<file path="src/rtl/utrb_pkg.sv">
// package: register map, field positions and helpers for the serial block
package utrb_pkg;
    // ==================================================================
    // register byte addresses (one aligned 32-bit word each)
    localparam logic [4:0] OFS_DATA = 5'h00;
    localparam logic [4:0] OFS_STATUS = 5'h04;
    localparam logic [4:0] OFS_CTRL = 5'h08;
    localparam logic [4:0] OFS_CFG = 5'h0c;
    localparam logic [4:0] OFS_DIV_LO = 5'h10;
    localparam logic [4:0] OFS_DIV_HI = 5'h14;

    // ==================================================================
    // serial_status_register bits
    localparam int ST_RXC = 7;
    localparam int ST_TXC = 6;
    localparam int ST_TXE = 5;
    localparam int ST_FE = 4;
    localparam int ST_DOR = 3;
    localparam int ST_PE = 2;
    // serial_control_register bits
    localparam int CT_TXCIE = 6;
    localparam int CT_TXEIE = 5;
    localparam int CT_RXEN = 4;
    localparam int CT_TXEN = 3;
    localparam int CT_RX9 = 1;
    localparam int CT_TX9 = 0;
    // configuration register bits
    localparam int CF_SYNC = 6;
    localparam int CF_PAR_EN = 5;
    localparam int CF_PAR_ODD = 4;
    localparam int CF_STOP2 = 3;
    localparam int CF_CSZ_LSB = 0;
    localparam int CSZ_W = 3;

    // ==================================================================
    // reset values and encodings
    localparam logic [7:0] CTRL_RST = 8'h00;
    localparam logic [7:0] CFG_RST = 8'h03;
    localparam logic [15:0] DIV_RST = 16'h0019;
    localparam logic [2:0] CSZ_9 = 3'h7;
    localparam logic [3:0] BITS_MIN = 4'h5;
    localparam logic [3:0] BITS_8 = 4'h8;
    localparam logic [3:0] BITS_9 = 4'h9;
    localparam logic [2:0] CSZ_MAX_NARROW = 3'h3;
    localparam int RX_DEPTH = 2;

    typedef enum logic [2:0] {TX_IDLE, TX_START, TX_DATA, TX_PAR,
        TX_STOP1, TX_STOP2} utrb_tx_state_t;
    typedef enum logic [2:0] {RX_IDLE, RX_START, RX_DATA, RX_PAR,
        RX_STOP} utrb_rx_state_t;

    // ==================================================================
    // number of data bits for a char_size_field code
    function automatic logic [3:0] char_bits(input logic [2:0] csz);
        if (csz == CSZ_9)
            return BITS_9;
        else if (csz <= CSZ_MAX_NARROW)
            return BITS_MIN + {1'b0, csz};
        else
            return BITS_8;
    endfunction

    // clear the bits above the character width
    function automatic logic [8:0] mask_data(input logic [8:0] d,
                                             input logic [2:0] csz);
        logic [8:0] m;
        m = 9'h1ff >> (BITS_9 - char_bits(csz));
        return d & m;
    endfunction

    // xor of the used data bits, inverted for odd parity
    function automatic logic parity(input logic [8:0] d,
                                    input logic [2:0] csz,
                                    input logic odd);
        return (^mask_data(d, csz)) ^ odd;
    endfunction
endpackage

</file>
<file path="src/rtl/utrb_bitclk.sv">
// bit-rate tick source: baud divider or rising edge of the transfer clock
`timescale 1ns/1ps
`default_nettype none
module utrb_bitclk (
    // clock and reset
    input wire logic clk_i,
    input wire logic rst_i,
    // control
    input wire logic restart_i,
    input wire logic [15:0] div_i,
    input wire logic sync_i,
    input wire logic xck_i,
    // tick out
    output logic tick_o
);
    typedef struct packed {
        logic [15:0] cnt;
        logic xck_prev;
        logic tick;
    } utrb_bitclk_state_t;

    utrb_bitclk_state_t state_reg;
    utrb_bitclk_state_t state_next;

    // ==================================================================
    // next state: restart lands the first tick half a bit later
    always_comb begin
        state_next = state_reg;
        state_next.xck_prev = xck_i;
        state_next.tick = 1'b0;
        if (sync_i) begin
            state_next.tick = xck_i & ~state_reg.xck_prev;
        end else if (restart_i) begin
            state_next.cnt = div_i >> 1;
        end else if (state_reg.cnt == 16'h0000) begin
            state_next.cnt = div_i;
            state_next.tick = 1'b1;
        end else begin
            state_next.cnt = state_reg.cnt - 16'h0001;
        end
    end

    // ==================================================================
    always_ff @(posedge clk_i) begin
        if (rst_i)
            state_reg <= '0;
        else
            state_reg <= state_next;
    end

    assign tick_o = state_reg.tick;
endmodule
`default_nettype wire

</file>
<file path="src/rtl/utrb_top.sv">
// serial transmitter and receiver with buffers, flags and register slave
// Notes on behaviour
// - two transmit flags, each with own request
// - buffer-empty set until buffer holds unsent data
// - buffer-empty request held while enabled and set
// - data write loads buffer, clears buffer-empty
// - complete flag sets when frame out, buffer empty
// - complete clears on service or written one
// - complete request raised when enabled and set
// - parity bit after last data bit if enabled
// - transmit disable waits for frames to finish
// - disabled transmitter releases the line pin
// - receive enable takes over the receive pin
// - synchronous mode samples on transfer clock
// - start bit begins reception, bits shifted in
// - second stop bit ignored by receiver
// - first stop bit moves frame to buffer
// - unused upper data bits read zero
// - ninth bit and errors stored per entry
// - start, data lsb first, parity, stop
// - receive-complete set while buffer holds data
// - two-entry buffer, overrun on fourth start
//
// The placing of the registers and the Avalon-MM slave port are this design's own decisions.
`timescale 1ns/1ps
`default_nettype none
module utrb_top (
    // clock and reset
    input wire logic SYS_CLK_I,
    input wire logic SYS_RST_I,
    // avalon-mm slave
    input wire logic [4:0] AVS_ADDRESS_I,
    input wire logic AVS_READ_I,
    input wire logic AVS_WRITE_I,
    input wire logic [31:0] AVS_WRITEDATA_I,
    output logic [31:0] AVS_READDATA_O,
    output logic AVS_WAITREQUEST_O,
    // serial line
    output logic TX_LINE_O,
    output logic TX_LINE_OE_O,
    input wire logic RX_LINE_I,
    output logic RX_OWN_O,
    input wire logic XFER_CLK_I,
    // interrupt requests
    output logic TXE_IRQ_O,
    output logic TXC_IRQ_O,
    input wire logic TXC_IRQ_ACK_I
);
    typedef struct packed {
        // bus
        logic wait_q;
        logic [7:0] rdata;
        // control and configuration
        logic txcie, txeie, rxen, txen, tx9;
        logic [2:0] csz;
        logic par_en, par_odd, stop2, sync;
        logic [15:0] div;
        // transmitter
        logic [8:0] tbuf;
        logic tbuf_v;
        logic [8:0] tsh;
        utrb_pkg::utrb_tx_state_t tst;
        logic [3:0] tcnt;
        logic tpar, txc, tx_pin, tx_oe, txe_irq, txc_irq;
        // receiver
        utrb_pkg::utrb_rx_state_t rst;
        logic [8:0] rsh;
        logic [3:0] rcnt;
        logic rpar;
        logic [1:0][8:0] fd;
        logic [1:0] ffe, fpe, fdor;
        logic rd_ptr;
        logic [1:0] fcnt;
        logic pend_v, pend_fe, pend_pe, dor_pend;
        logic [8:0] pend_d;
    } utrb_state_t;

    utrb_state_t state_reg;
    utrb_state_t state_next;
    logic tx_tick, rx_tick, rx_restart;

    // ==================================================================
    // bit-rate ticks, the receive one realigned on each start edge in asynchronous mode
    utrb_bitclk u_tx_clk (
        .clk_i(SYS_CLK_I),
        .rst_i(SYS_RST_I),
        .restart_i(1'b0),
        .div_i(state_reg.div),
        .sync_i(state_reg.sync),
        .xck_i(XFER_CLK_I),
        .tick_o(tx_tick)
    );
    utrb_bitclk u_rx_clk (
        .clk_i(SYS_CLK_I),
        .rst_i(SYS_RST_I),
        .restart_i(rx_restart),
        .div_i(state_reg.div),
        .sync_i(state_reg.sync),
        .xck_i(XFER_CLK_I),
        .tick_o(rx_tick)
    );

    assign rx_restart = state_reg.rxen && state_reg.rst == utrb_pkg::RX_IDLE
                        && !RX_LINE_I;

    // ==================================================================
    // next-state logic
    always_comb begin
        logic req, wr, rd, load, fin, push_v, push_fe, push_pe, head_ok;
        logic frm_fe, frm_pe;
        logic [8:0] push_d, frm_d, head_d;
        logic [7:0] rv, wd;
        logic [3:0] nb;
        logic widx;
        state_next = state_reg;
        req = AVS_READ_I | AVS_WRITE_I;
        wr = AVS_WRITE_I && !state_reg.wait_q;
        rd = AVS_READ_I && !state_reg.wait_q;
        wd = AVS_WRITEDATA_I[7:0];
        nb = utrb_pkg::char_bits(state_reg.csz);
        head_ok = state_reg.fcnt != 2'h0;
        head_d = state_reg.fd[state_reg.rd_ptr];
        load = 1'b0;
        fin = 1'b0;
        push_v = 1'b0;
        push_d = '0;
        push_fe = 1'b0;
        push_pe = 1'b0;
        frm_d = '0;
        frm_fe = 1'b0;
        frm_pe = 1'b0;
        widx = 1'b0;
        rv = '0;

        // read mux, sampled in the first cycle of the request
        case (AVS_ADDRESS_I)
            utrb_pkg::OFS_DATA: begin
                if (head_ok)
                    rv = 8'(utrb_pkg::mask_data(head_d,
                        state_reg.csz));
            end
            utrb_pkg::OFS_STATUS: begin
                rv[utrb_pkg::ST_RXC] = head_ok;
                rv[utrb_pkg::ST_TXC] = state_reg.txc;
                rv[utrb_pkg::ST_TXE] = !state_reg.tbuf_v;
                rv[utrb_pkg::ST_FE] = head_ok
                    && state_reg.ffe[state_reg.rd_ptr];
                rv[utrb_pkg::ST_DOR] = head_ok
                    && state_reg.fdor[state_reg.rd_ptr];
                rv[utrb_pkg::ST_PE] = head_ok
                    && state_reg.fpe[state_reg.rd_ptr];
            end
            utrb_pkg::OFS_CTRL: begin
                rv[utrb_pkg::CT_TXCIE] = state_reg.txcie;
                rv[utrb_pkg::CT_TXEIE] = state_reg.txeie;
                rv[utrb_pkg::CT_RXEN] = state_reg.rxen;
                rv[utrb_pkg::CT_TXEN] = state_reg.txen;
                rv[utrb_pkg::CT_RX9] = head_ok && head_d[8];
                rv[utrb_pkg::CT_TX9] = state_reg.tx9;
            end
            utrb_pkg::OFS_CFG: begin
                rv[utrb_pkg::CF_SYNC] = state_reg.sync;
                rv[utrb_pkg::CF_PAR_EN] = state_reg.par_en;
                rv[utrb_pkg::CF_PAR_ODD] = state_reg.par_odd;
                rv[utrb_pkg::CF_STOP2] = state_reg.stop2;
                rv[utrb_pkg::CF_CSZ_LSB +: utrb_pkg::CSZ_W] = state_reg.csz;
            end
            utrb_pkg::OFS_DIV_LO: rv = state_reg.div[7:0];
            utrb_pkg::OFS_DIV_HI: rv = state_reg.div[15:8];
            default: rv = '0;
        endcase

        // one wait cycle, then the request completes
        state_next.wait_q = !(req && state_reg.wait_q);
        if (req && state_reg.wait_q)
            state_next.rdata = rv;

        // register writes take effect at the completing edge
        if (wr) begin
            case (AVS_ADDRESS_I)
                utrb_pkg::OFS_DATA: begin
                    state_next.tbuf = {state_reg.tx9, wd};
                    state_next.tbuf_v = 1'b1;
                end
                utrb_pkg::OFS_STATUS: begin
                    // only the complete flag is writable, others ignored
                    if (wd[utrb_pkg::ST_TXC])
                        state_next.txc = 1'b0;
                end
                utrb_pkg::OFS_CTRL: begin
                    state_next.txcie = wd[utrb_pkg::CT_TXCIE];
                    state_next.txeie = wd[utrb_pkg::CT_TXEIE];
                    state_next.rxen = wd[utrb_pkg::CT_RXEN];
                    state_next.txen = wd[utrb_pkg::CT_TXEN];
                    state_next.tx9 = wd[utrb_pkg::CT_TX9];
                end
                utrb_pkg::OFS_CFG: begin
                    state_next.sync = wd[utrb_pkg::CF_SYNC];
                    state_next.par_en = wd[utrb_pkg::CF_PAR_EN];
                    state_next.par_odd = wd[utrb_pkg::CF_PAR_ODD];
                    state_next.stop2 = wd[utrb_pkg::CF_STOP2];
                    state_next.csz = wd[utrb_pkg::CF_CSZ_LSB +:
                                        utrb_pkg::CSZ_W];
                end
                utrb_pkg::OFS_DIV_LO: state_next.div[7:0] = wd;
                utrb_pkg::OFS_DIV_HI: state_next.div[15:8] = wd;
                default: ;
            endcase
        end
        if (TXC_IRQ_ACK_I)
            state_next.txc = 1'b0;

        // transmit frame sequencer, one bit per tick
        if (tx_tick) begin
            case (state_reg.tst)
                utrb_pkg::TX_IDLE: load = state_reg.tbuf_v;
                utrb_pkg::TX_START, utrb_pkg::TX_DATA: begin
                    if (state_reg.tcnt == nb) begin
                        if (state_reg.par_en) begin
                            state_next.tx_pin = state_reg.tpar;
                            state_next.tst = utrb_pkg::TX_PAR;
                        end else begin
                            state_next.tx_pin = 1'b1;
                            state_next.tst = utrb_pkg::TX_STOP1;
                        end
                    end else begin
                        state_next.tx_pin = state_reg.tsh[0];
                        state_next.tsh = state_reg.tsh >> 1;
                        state_next.tcnt = state_reg.tcnt + 4'h1;
                        state_next.tst = utrb_pkg::TX_DATA;
                    end
                end
                utrb_pkg::TX_PAR: begin
                    state_next.tx_pin = 1'b1;
                    state_next.tst = utrb_pkg::TX_STOP1;
                end
                utrb_pkg::TX_STOP1: begin
                    if (state_reg.stop2)
                        state_next.tst = utrb_pkg::TX_STOP2;
                    else
                        fin = 1'b1;
                end
                utrb_pkg::TX_STOP2: fin = 1'b1;
                default: state_next.tst = utrb_pkg::TX_IDLE;
            endcase
        end
        // next frame follows the last stop bit with no idle gap
        if (fin) begin
            state_next.tst = utrb_pkg::TX_IDLE;
            state_next.tx_pin = 1'b1;
            load = state_reg.tbuf_v;
            if (!state_reg.tbuf_v)
                state_next.txc = 1'b1;
        end
        if (load) begin
            state_next.tsh = state_reg.tbuf;
            state_next.tbuf_v = wr && AVS_ADDRESS_I == utrb_pkg::OFS_DATA;
            state_next.tpar = utrb_pkg::parity(state_reg.tbuf,
                state_reg.csz, state_reg.par_odd);
            state_next.tcnt = 4'h0;
            state_next.tx_pin = 1'b0;
            state_next.tst = utrb_pkg::TX_START;
        end
        // pin stays owned until shift register and buffer are empty
        state_next.tx_oe = state_reg.txen || state_next.tbuf_v
            || state_next.tst != utrb_pkg::TX_IDLE;
        state_next.txe_irq = state_reg.txeie && !state_next.tbuf_v;
        state_next.txc_irq = state_reg.txcie && state_next.txc;

        // pop the head entry on a completed data read
        if (rd && AVS_ADDRESS_I == utrb_pkg::OFS_DATA && head_ok) begin
            state_next.fcnt = state_reg.fcnt - 2'h1;
            state_next.rd_ptr = !state_reg.rd_ptr;
        end

        // receive frame sequencer
        case (state_reg.rst)
            utrb_pkg::RX_IDLE: begin
                if (rx_restart)
                    state_next.rst = utrb_pkg::RX_START;
            end
            utrb_pkg::RX_START: begin
                if (rx_tick) begin
                    if (RX_LINE_I) begin
                        state_next.rst = utrb_pkg::RX_IDLE;
                    end else begin
                        state_next.rst = utrb_pkg::RX_DATA;
                        state_next.rcnt = 4'h0;
                        if (state_reg.pend_v
                            && state_reg.fcnt == 2'(utrb_pkg::RX_DEPTH))
                            state_next.dor_pend = 1'b1;
                    end
                end
            end
            utrb_pkg::RX_DATA: begin
                if (rx_tick) begin
                    state_next.rsh = {RX_LINE_I, state_reg.rsh[8:1]};
                    state_next.rcnt = state_reg.rcnt + 4'h1;
                    if (state_reg.rcnt + 4'h1 == nb)
                        state_next.rst = state_reg.par_en ?
                            utrb_pkg::RX_PAR : utrb_pkg::RX_STOP;
                end
            end
            utrb_pkg::RX_PAR: begin
                if (rx_tick) begin
                    state_next.rpar = RX_LINE_I;
                    state_next.rst = utrb_pkg::RX_STOP;
                end
            end
            utrb_pkg::RX_STOP: begin
                // frame ends at the first stop bit
                if (rx_tick) begin
                    state_next.rst = utrb_pkg::RX_IDLE;
                    frm_d = state_reg.rsh >> (utrb_pkg::BITS_9 - nb);
                    frm_fe = !RX_LINE_I;
                    frm_pe = state_reg.par_en && state_reg.rpar !=
                        utrb_pkg::parity(frm_d, state_reg.csz,
                                         state_reg.par_odd);
                    // a full buffer parks the frame; a fourth is lost
                    if (state_reg.pend_v) begin
                        state_next.pend_v = 1'b1;
                    end else if (state_next.fcnt ==
                                 2'(utrb_pkg::RX_DEPTH)) begin
                        state_next.pend_v = 1'b1;
                        state_next.pend_d = frm_d;
                        state_next.pend_fe = frm_fe;
                        state_next.pend_pe = frm_pe;
                    end else begin
                        push_v = 1'b1;
                        push_d = frm_d;
                        push_fe = frm_fe;
                        push_pe = frm_pe;
                    end
                end
            end
            default: state_next.rst = utrb_pkg::RX_IDLE;
        endcase
        // parked frame moves in once an entry frees up
        if (state_reg.pend_v && state_next.fcnt !=
            2'(utrb_pkg::RX_DEPTH)) begin
            push_v = 1'b1;
            push_d = state_reg.pend_d;
            push_fe = state_reg.pend_fe;
            push_pe = state_reg.pend_pe;
            state_next.pend_v = 1'b0;
        end
        if (push_v) begin
            widx = state_next.rd_ptr ^ state_next.fcnt[0];
            state_next.fd[widx] = push_d;
            state_next.ffe[widx] = push_fe;
            state_next.fpe[widx] = push_pe;
            state_next.fdor[widx] = state_next.dor_pend;
            state_next.dor_pend = 1'b0;
            state_next.fcnt = state_next.fcnt + 2'h1;
        end
        // disabling the receiver is immediate and flushes the buffer
        if (!state_reg.rxen) begin
            state_next.rst = utrb_pkg::RX_IDLE;
            state_next.fcnt = 2'h0;
            state_next.pend_v = 1'b0;
            state_next.dor_pend = 1'b0;
        end
    end

    // ==================================================================
    // state register
    always_ff @(posedge SYS_CLK_I) begin
        if (SYS_RST_I) begin
            state_reg <= '0;
            state_reg.wait_q <= 1'b1;
            state_reg.tx_pin <= 1'b1;
            state_reg.csz <= utrb_pkg::CFG_RST[utrb_pkg::CF_CSZ_LSB +:
                                               utrb_pkg::CSZ_W];
            state_reg.div <= utrb_pkg::DIV_RST;
        end else begin
            state_reg <= state_next;
        end
    end

    // ==================================================================
    // outputs, all straight from the state register
    assign AVS_READDATA_O = {24'h000000, state_reg.rdata};
    assign AVS_WAITREQUEST_O = state_reg.wait_q;
    assign TX_LINE_O = state_reg.tx_pin;
    assign TX_LINE_OE_O = state_reg.tx_oe;
    assign RX_OWN_O = state_reg.rxen;
    assign TXE_IRQ_O = state_reg.txe_irq;
    assign TXC_IRQ_O = state_reg.txc_irq;
endmodule
`default_nettype wire

</file>
<file path="config.mk">
export PLATFORM = sky130hd
export DESIGN_NAME = utrb_top
export DESIGN_NICKNAME = d
export VERILOG_FILES = /design/src/rtl/utrb_pkg.sv /design/src/rtl/utrb_bitclk.sv /design/src/rtl/utrb_top.sv
export SDC_FILE = /design/constraint.sdc
export NUM_CORES = 1
export LEC_CHECK = 0
export BUFFER_PORTS_ARGS = -buffer_cell sky130_fd_sc_hd__buf_2
export CORE_MARGIN = 4
export CORE_UTILIZATION = 56
export CTS_BUF_LIST = sky130_fd_sc_hd__clkbuf_4
export CTS_CLUSTER_SIZE = 40
export DETAILED_ROUTE_END_ITERATION = 10
export MAX_ROUTING_LAYER = met4
export PLACE_DENSITY = 0.73
export SLEW_MARGIN = 20
export SYNTH_ARGS = -nofsm -noshare
export SYNTH_HDL_FRONTEND = slang
export SYNTH_SLANG_ARGS = --single-unit
</file>
<file path="constraint.sdc">
create_clock -name SYS_CLK_I -period 10.9 [get_ports SYS_CLK_I]
set_input_delay 1.09 -clock SYS_CLK_I [delete_from_list [all_inputs] [get_ports SYS_CLK_I]]
set_output_delay 1.09 -clock SYS_CLK_I [all_outputs]
set_load 0.01 [all_outputs]
</file>
After elaboration in Yosys (flattened, before gate mapping)
Index checks and enable logic that the tools add are counted.
{"block": "totals", "reg_bits": 161, "in_bits": 44}
{"block": "classes", "addsub": 11, "n_lt_le_gt_ge": 4, "n_eq_ne": 29, "n_shift": 4, "muxes": 105, "bitwise_logic": 12, "reduce_logical": 60}
{"op": "9-bit two-way mux", "count": 10}
{"op": "16-bit two-way mux", "count": 5}
{"op": "1-bit two-way mux", "count": 48}
{"op": "4-bit two-way mux", "count": 11}
{"op": "3-bit two-way mux", "count": 11}
{"op": "16-bit logical NOT", "count": 2}
{"op": "16-bit by 1-bit subtractor with 16-bit output, second input constant", "count": 2}
{"op": "4-bit case mux with 6 select lines", "count": 1}
{"op": "9-bit AND", "count": 2}
{"op": "18-bit bitwise mux", "count": 1}
{"op": "1-bit logical AND", "count": 18}
{"op": "18-bit two-way mux", "count": 1}
{"op": "2-bit AND reduction", "count": 9}
{"op": "9-bit XOR reduction", "count": 2}
{"op": "9-bit by 4-bit >> shifter with 9-bit output, first input constant", "count": 2}
{"op": "4-bit subtractor, first input constant", "count": 4}
{"op": "3-bit case mux with 5 select lines", "count": 1}
{"op": "3-bit by 2-bit equality test with 1-bit output, second input constant", "count": 4}
{"op": "3-bit equality test, second input constant", "count": 4}
{"op": "3-bit case mux with 4 select lines", "count": 1}
{"op": "5-bit by 4-bit equality test with 1-bit output, second input constant", "count": 2}
{"op": "5-bit equality test, second input constant", "count": 2}
{"op": "2-bit by 1-bit != test with 1-bit output, second input constant", "count": 5}
{"op": "2-bit case mux with 5 select lines", "count": 1}
{"op": "41 further kinds", "count": 76}

Logic depth before layout (Yosys ltp)
Gate-level depths: netlist of run 1.
{"block": "depth", "ltp_word": 18, "ltp_mapped": 15}

Hierarchy
Synthesis of run 1 repeated with hierarchy kept, for this count alone.
{"block": "hier_totals", "hier_cells": 1167, "area_unflattened_um2": 9318.9}
{"mod": "utrb_top", "n_inst": 1, "cells_per_inst": 839, "area_each_um2": 6756.5, "seq_area_each_um2": 2522.4}
{"mod": "utrb_bitclk", "n_inst": 2, "cells_per_inst": 164, "area_each_um2": 1281.2, "seq_area_each_um2": 360.3}

Worst setup path before layout of run 1
OpenSTA, ideal clock, no wires.
{"block": "synth_timing", "path_type": "input to register", "start": "in AVS_ADDRESS_I[3]", "end": "reg state_reg[19] (netlist name)", "t_arrival_ns": 4.567, "t_required_ns": 10.812, "slack_ns": 6.244, "path_stages": 12, "path_buffers": 1, "path_cell_list": "or3_1 -> or3_1 -> or2_2 -> clkbuf_1 -> nor3b_1 -> xnor2_1 -> ha_1 -> nor3_1 -> nand2_1 -> a31o_2 -> mux2_4 -> a311oi_2"}
{"block": "synth_via", "elab_chain_len": 11, "word_cells_on_any_way": 24, "cone_classes": "order compare (2); eq/ne (2); mux (14); bitwise (1); reduce/logical (5)"}
{"element": "start, declared", "line": "utrb_top.sv:32", "text": "input wire logic [4:0] AVS_ADDRESS_I,"}
{"element": "5-bit logical NOT *"}
{"element": "1-bit logical AND * (2 in a row)", "line": "utrb_top.sv:271", "text": "if (rd && AVS_ADDRESS_I == utrb_pkg::OFS_DATA && head_ok) begin"}
{"element": "3-bit two-way mux *", "line": "utrb_top.sv:271"}
{"element": "2-bit equality test", "line": "utrb_top.sv:322", "text": "end else if (state_next.fcnt =="}
{"element": "1-bit two-way mux", "line": "utrb_top.sv:322"}
{"element": "1-bit two-way mux", "line": "utrb_top.sv:320", "text": "if (state_reg.pend_v) begin"}
{"element": "1-bit two-way mux", "line": "utrb_top.sv:312", "text": "if (rx_tick) begin"}
{"element": "1-bit two-way mux", "line": "utrb_top.sv:277", "text": "case (state_reg.rst)"}
{"element": "1-bit two-way mux", "line": "utrb_top.sv:339", "text": "if (state_reg.pend_v && state_next.fcnt !="}
{"element": "2-bit bitwise mux", "line": "utrb_top.sv:351", "text": "state_next.fpe[widx] = push_pe;"}
{"element": "end signal, assigned", "line": "utrb_top.sv:376", "text": "state_reg <= state_next;"}
{"element": "end, declared", "line": "utrb_top.sv:78", "text": "utrb_state_t state_reg;"}
Every way passes the cells marked *; elsewhere a longest branch is shown, timed or not.
A chain may end at the register's enable or synchronous reset.

Worst setup path after layout of run 1
{"block": "layout_timing", "start": "reg state_reg[111] (netlist name)", "end": "reg state_reg[19] (netlist name)"}
{"block": "layout_via", "elab_chain_len": 18, "word_cells_on_any_way": 22, "cone_classes": "add/sub (3); order compare (1); eq/ne (2); shift (2); mux (10); bitwise (2); reduce/logical (2)"}
{"element": "3-bit by 3-bit adder with 4-bit output or 3-bit by 2-bit <= comparator with 1-bit output (tied branches)", "line": "utrb_pkg.sv:58, utrb_pkg.sv:57"}
{"element": "4-bit two-way mux", "line": "utrb_pkg.sv:57", "text": "else if (csz <= CSZ_MAX_NARROW)"}
{"element": "4-bit two-way mux *"}
{"element": "4-bit two-way mux", "line": "utrb_top.sv:312"}
{"element": "4-bit two-way mux", "line": "utrb_top.sv:277"}
{"element": "4-bit subtractor", "line": "utrb_pkg.sv:67", "text": "m = 9'h1ff >> (BITS_9 - char_bits(csz));"}
{"element": "9-bit by 4-bit >> shifter with 9-bit output", "line": "utrb_pkg.sv:67"}
{"element": "9-bit AND *", "line": "utrb_pkg.sv:68", "text": "return d & m;"}
{"element": "[2 not listed]"}
{"element": "1-bit != test *", "line": "utrb_top.sv:316", "text": "frm_pe = state_reg.par_en && state_reg.rpar !="}
{"element": "1-bit logical AND *", "line": "utrb_top.sv:316"}
{"element": "1-bit two-way mux *", "line": "utrb_top.sv:322"}
{"element": "1-bit two-way mux *", "line": "utrb_top.sv:320"}
{"element": "1-bit two-way mux *", "line": "utrb_top.sv:312"}
{"element": "1-bit two-way mux *", "line": "utrb_top.sv:277"}
{"element": "1-bit two-way mux *", "line": "utrb_top.sv:339"}
{"element": "2-bit bitwise mux *", "line": "utrb_top.sv:351"}
Every way passes the cells marked *; elsewhere a longest branch is shown, timed or not. The select of a mux whose other input is x is not followed.

==> flow_metrics.py, run 1 <==
metrics = {
    "outcome": {
        "outcome": "completed",
    },
    "logic_synthesis": {
        "synthCells": 1120,
        "synth_edf_count": 0,
        "async_flop_share": 0,
        "synth.avg_cell_area_um2": 7.89,
        "ys_warn_count": 0,
        "synth_ff_type": "dfxtp_1",
        "ys_seq_elements": 161,
        "synth_cell_types": 72,
        "synth_area_um2": 8830,
        "synth_seq_area_share": 0.365,
    },
    "place": {
        "dp.cells": 1290,
        "dpl_worst_slack_ps": 5990,
        "io_buffers": 33,
        "hpwlAfterDp_um": 15600,
        "gp_congestion": 0.900,
    },
    "clock_network": {
        "cts.sinks": 161,
        "clockBufferDepth": 2,
        "cts_root_buf": "clkbuf_4",
        "clk_pin_slew_ps": 130,
        "ctsResizeCount": 0,
        "cts_buffers": 17,
        "ctsHoldBuffers": 0,
        "insertion_delay_ps": 590,
        "htreeDepth": 4,
        "cts_tree": "done",
        "post-cts-setup-buffers": 0,
    },
    "routing": {
        "routed_wl_um": 22100,
        "met1Wirelength_um": 10700,
        "viasPerCell": 5.91,
        "dr_wl_met3_um": 1430,
        "highest_layer": "met4",
        "wl_per_cell_um": 16.7,
        "dr.pass1.iters": 5,
        "route.detailed.drc": 0,
        "drt-initial-drc-count": 818,
        "met2RoutedLength_um": 9520,
        "vias": 7826,
        "ant_nets": 0,
    },
    "final_layout": {
        "seq_area_um2": 3220,
        "fin_nets": 1158,
        "layout-drive-gt1-share": 0.0881,
        "multiInputGateArea_um2": 5090,
        "fillCellCount": 1405,
        "area_delta_synth_final_pct": 4.25,
        "fin_cells": 1324,
        "largest_reg_flops": 112,
    },
    "floorplanning": {
        "rows": 45,
        "die_width_um": 134,
        "dieArea_um2": 17800,
        "coreArea_um2": 15300,
        "die_y_um": 134,
        "start_util": 0.577,
        "io_pins": 82,
    },
    "sta": {
        "final-setup-viol-count": 0,
        "fin_crit_ps": 4540,
        "rsz0062_at_grt": "false",
        "fmax_mhz": 220,
        "hold_viol_final": 0,
        "period_share": 0.417,
        "maxSlewViolCount": 0,
        "tns_ps": 0,
        "worst_pin_slew_ps": 1050,
        "fin_ws_ps": 6360,
        "slew_headroom": 0.294,
        "clock_skew_ps": 26.6,
    },
    "min_path": {
        "hold_path.class": "reg2reg",
    },
    "setup_path": {
        "crit_path_frequent_cell": "ha_1",
        "crit_chain": "inv_1 > ha_1 > o21ai_0 > ha_1 > nor2_1 > a22oi_1 > xor2_1 > xnor3_1 > mux2_4 > a311oi_2",
        "arrival_ps": 5040,
        "critical_path.top_delay_family": "compound AO/OA/AOI/OAI gates",
        "crit_fanout": 17,
        "max_stage_delay_ps": 780,
        "path_class": "reg2reg",
        "crit_path_top_delay_cell": "o21ai_0",
        "worstSetupStartpointType": "flip-flop",
        "cp_num_buf_inv": 1,
        "cp-end-kind": "flip-flop",
        "worstPathRequired_ps": 11400,
    },
    "grt": {
        "grt-ovfl-total": 0,
        "antenna_found_initial": 1,
        "gr-usage-all-layers": 0.254,
        "grt_max_degree": 91,
        "grt_pass1_wl_um": 35800,
        "grt_pass1_vias": 6923,
    },
    "power": {
        "ir_drop_mv": 0.0821,
        "p_per_area_nw_per_um2": 169,
        "leakage_uw": 0.00340,
    },
    "run": {
        "cap_violations": 0,
    },
}
logic make-up after synthesis:
kind of cell	after synthesis	synth area share
mux	49	0.0579
xor+xnor	45	0.0462
flops	161	0.365
other cells	1	0.000425
fa+ha+maj	15	0.0212
simple gates	444	0.233
compound gates	276	0.207
buf+inv	129	0.0694
cell usage in the layout, fill, tap and decap left out, types with 4 or more instances in the layout:
master      Yosys  final
xnor2_1        31     31
or3_1          10     10
a32oi_1         6      6
or4_1           7      7
a211o_1         9      9
a31oi_1         9      9
and3_1          9      9
nand4_1         6      6
nor2b_1        17     17
a22oi_1        18     18
a221oi_1        5      5
nor2_1        166    166
nand2_1       123    123
buf_2           1     32
a211oi_1       42     42
nor3b_1         7      7
o21ai_0        47     47
a22o_1          9      9
nor3_1         31     30
xor2_1         13     13
ha_1           15     15
mux2i_1        44     44
o32ai_1         4      4
buf_4          32     11
o211ai_1        5      5
a21oi_1        82     82
clkbuf_4        0     20
conb_1          1     24
and2_1          7      7
clkinvlp_4      0      5
nor4_1         10     10
nand3_1        20     20
inv_1          21     21
nand2b_1        9      9
dfxtp_1       161    161
nand3b_1        8      8
worst reg2reg max path: stages (launching register included):
cell	delay, ps
dfxtp_1	570
inv_1	160
ha_1	250
o21ai_0	780
ha_1	600
nor2_1	760
a22oi_1	260
xor2_1	230
xnor3_1	300
mux2_4	340
a311oi_2	220
where the power goes:
part,total [µW],internal (µW),switching (µW)
Combinational,500,224,276
Sequential,700,641,58.7
Clock,361,144,217
Yosys cell counts, types with 4 or more instances:
| cell | number | area, µm² |
|---|---|---|
| a32oi_1 | 6 | 52.6 |
| xor2_1 | 13 | 114 |
| or3_1 | 10 | 62.6 |
| nand3b_1 | 8 | 60.1 |
| nand2_1 | 123 | 462 |
| buf_4 | 32 | 240 |
| a22o_1 | 9 | 78.8 |
| nor2b_1 | 17 | 106 |
| or4_1 | 7 | 52.6 |
| a21oi_1 | 82 | 410 |
| nor3b_1 | 7 | 52.6 |
| dfxtp_1 | 161 | 3220 |
| o21ai_0 | 47 | 235 |
| a211oi_1 | 42 | 315 |
| a221oi_1 | 5 | 43.8 |
| nor4b_1 | 4 | 35.0 |
| nand3_1 | 20 | 100 |
| mux2i_1 | 44 | 440 |
| ha_1 | 15 | 188 |
| nand4_1 | 6 | 37.5 |
| a211o_1 | 9 | 78.8 |
| and3_1 | 9 | 56.3 |
| a22oi_1 | 18 | 135 |
| nor2_1 | 166 | 623 |
| inv_1 | 21 | 78.8 |
| and2_1 | 7 | 43.8 |
| o32ai_1 | 4 | 35.0 |
| nand2b_1 | 9 | 56.3 |
| nor3_1 | 31 | 155 |
| nor4_1 | 10 | 62.6 |
| xnor2_1 | 31 | 272 |
| clkbuf_1 | 71 | 267 |
| a31oi_1 | 9 | 56.3 |
| o211ai_1 | 5 | 37.5 |
path summary, 6_finish.rpt:
| kind | startpoint | endpoint | slack [ps] | depth (start not counted) |
|---|---|---|---|---|
| max | state_reg[111] | state_reg[19] | 6360 | 10 |
| min | state_reg[8] | state_reg[8] | 460 | 2 |
| max reg2reg | state_reg[111] | state_reg[19] | 6360 | 10 |
| min reg2reg | state_reg[8] | state_reg[8] | 460 | 2 |
layout make-up:
cell class,instances,share of cell area
repair buffers,44,0.0280
diodes,1,0.000272
clock inverters,12,0.0145
well taps,211,0.0287
multi-input cells,853,0.553
flip-flops and latches,161,0.350
inverters,22,0.00897
clock buffers,20,0.0163
routing by layer:
layer / vias up / GRT usage
li1: 3879 / -
met1: 3643 / 0.356
met2: 263 / 0.371
met3: 41 / 0.0502
met4: 0 / 0.0766
met5: - / -
metrics by stage:
stage               cell area (µm²)   util  total power [µW]  hold slack [ps]
global route                   9210  0.601              1680              485
finish                         9210  0.601              1560              462
global placement               8910  0.582              1190              438
CTS                            9190  0.600              1560              462
detailed placement             8910  0.582              1200              444
floorplan                      8920      -              1120              432
(Power assumes the default switching activity.)
==> run 2: changes to the inputs <==
clock period = 4.2 ns   (was 10.9 ns; I/O delays follow)
==> flow_metrics.py, run 2 (synthesis gave the netlist of run 1 again) <==
metrics = {
    "outcome": {
        "outcome": "completed",
    },
    "sta": {
        "hold_viol_final": 0,
        "rsz0062_at_grt": "false",
        "period_share": 0.908,
        "worst_pin_slew_ps": 1030,
        "tns_ps": 0,
        "final-setup-viol-count": 0,
        "clock_skew_ps": 27.7,
        "fmax_mhz": 262,
        "slew_headroom": 0.313,
        "fin_crit_ps": 3810,
        "maxSlewViolCount": 0,
    },
    "power": {
        "swShare": 0.326,
        "p_per_area_nw_per_um2": 467,
        "pwr-share-clk": 0.293,
        "ir_drop_mv": 0.258,
        "seqPwrFrac": 0.412,
        "p_sw_uw": 1430,
        "leakage_uw": 0.00352,
        "comb_power_share": 0.295,
        "p_int_uw": 2960,
    },
    "place": {
        "hpwlAfterDp_um": 15700,
        "io_buffers": 33,
        "dp.cells": 1301,
        "place_area_um2": 8990,
        "gp_congestion": 0.896,
    },
    "setup_path": {
        "r2r_start": "state_reg[111]",
        "max_stage_delay_ps": 580,
        "cp-end-kind": "flip-flop",
        "arrival_ps": 4280,
        "crit_fanout": 11,
        "critPathLaunch": "state_reg[111]",
        "critical_path.top_delay_family": "compound AO/OA/AOI/OAI gates",
        "crit_path_frequent_cell": "ha_1",
        "worstPathRequired_ps": 4670,
        "crit_path_top_delay_cell": "o21ai_0",
        "worstSetupStartpointType": "flip-flop",
        "crit_chain": "inv_1 > ha_1 > o21ai_0 > ha_1 > xnor2_2 > a2111oi_0 > xnor2_1 > xnor3_1 > mux2_4 > a311oi_2",
        "path_class": "reg2reg",
        "cp_num_buf_inv": 1,
    },
    "grt": {
        "grt_pass1_vias": 6918,
        "grt-ovfl-total": 0,
        "gr-usage-all-layers": 0.255,
        "antenna_found_initial": 1,
        "grt_pass1_wl_um": 36000,
        "grt_max_degree": 97,
    },
    "floorplanning": {
        "rows": 45,
        "coreArea_um2": 15300,
        "die_y_um": 134,
        "die_width_um": 134,
        "start_util": 0.577,
        "dieArea_um2": 17800,
        "io_pins": 82,
    },
    "routing": {
        "viasPerCell": 5.93,
        "routed_wl_um": 22300,
        "route.detailed.drc": 0,
        "wl_per_cell_um": 16.7,
        "ant_nets": 0,
        "vias": 7904,
        "drt-initial-drc-count": 813,
        "dr.pass1.iters": 5,
    },
    "min_path": {
        "hold_path.class": "in2reg",
        "worstHoldStart": "XFER_CLK_I",
    },
    "final_layout": {
        "layout-drive-gt1-share": 0.0963,
        "fin_nets": 1168,
        "final_area_um2": 9420,
        "mostFrequentLayoutCell": "nor2_1",
        "area_delta_synth_final_pct": 6.61,
        "final_util": 0.615,
        "layout_common_cells": "166 x nor2_1, 161 x dfxtp_1, 123 x nand2_1",
        "largest_reg_flops": 112,
        "fin_cells": 1334,
    },
    "clock_network": {
        "cts_buffers": 17,
        "clk_pin_slew_ps": 140,
        "post-cts-setup-buffers": 0,
        "ctsHoldBuffers": 0,
        "cts_tree": "done",
        "cts_root_buf": "clkbuf_4",
        "htreeDepth": 4,
        "clockBufferDepth": 2,
        "insertion_delay_ps": 560,
        "cts.sinks": 161,
    },
    "run": {
        "cap_violations": 0,
    },
}
[run 2: power groups by stage]
stage	combinational, µW	sequential [µW]	clock (µW)
finish	1290	1810	1290
global route	1490	1840	1370
CTS	1290	1810	1310
detailed placement	1280	1840	0
global placement	1250	1840	0
floorplan	1110	1800	0
[run 2: what timing repair did]
item                                    4_1_cts  5_1_grt
hold endpoints to repair                      0        0
gates resized for setup                       0        1
endpoints found under the setup margin        0        2
[run 2: layer usage]
layer  wire length, µm  up-vias  global-route usage
li1                  -     3899                   -
met1             10500     3716               0.359
met2              9740      254               0.365
met3              1580       35              0.0521
met4               501        0              0.0857
met5                 0        -                   -
[run 2: final timing paths]
check / endpoint / slack (ps) / cells past startpoint
worst min register to register: state_reg[7] / 460 / 2
worst max register to register: state_reg[19] / 390 / 10
worst min-delay path: u_rx_clk.state_reg[1] / 100 / 2
worst max-delay path: state_reg[19] / 390 / 10
[run 2: metrics by stage]
stage | hold slack, ps | total power [µW] | setup WS [ps]
6_report | 98.8 | 4400 | 388
5_1_grt | 79.3 | 4700 | 160
4_1_cts | 60.4 | 4410 | 270
3_5_place_dp | 447 | 3120 | 309
3_3_place_gp | 439 | 3090 | 457
2_1_floorplan | 432 | 2910 | 214
[run 2: area by class of cell]
cell class              count  area, µm²
fillers                  1431       5900
multi-input cells         853       5100
flip-flops and latches    161       3220
repair buffers             54        325
clock inverters            14        283
well taps                 211        264
clock buffers              18        135
inverters                  22       82.6
diodes                      1       2.50
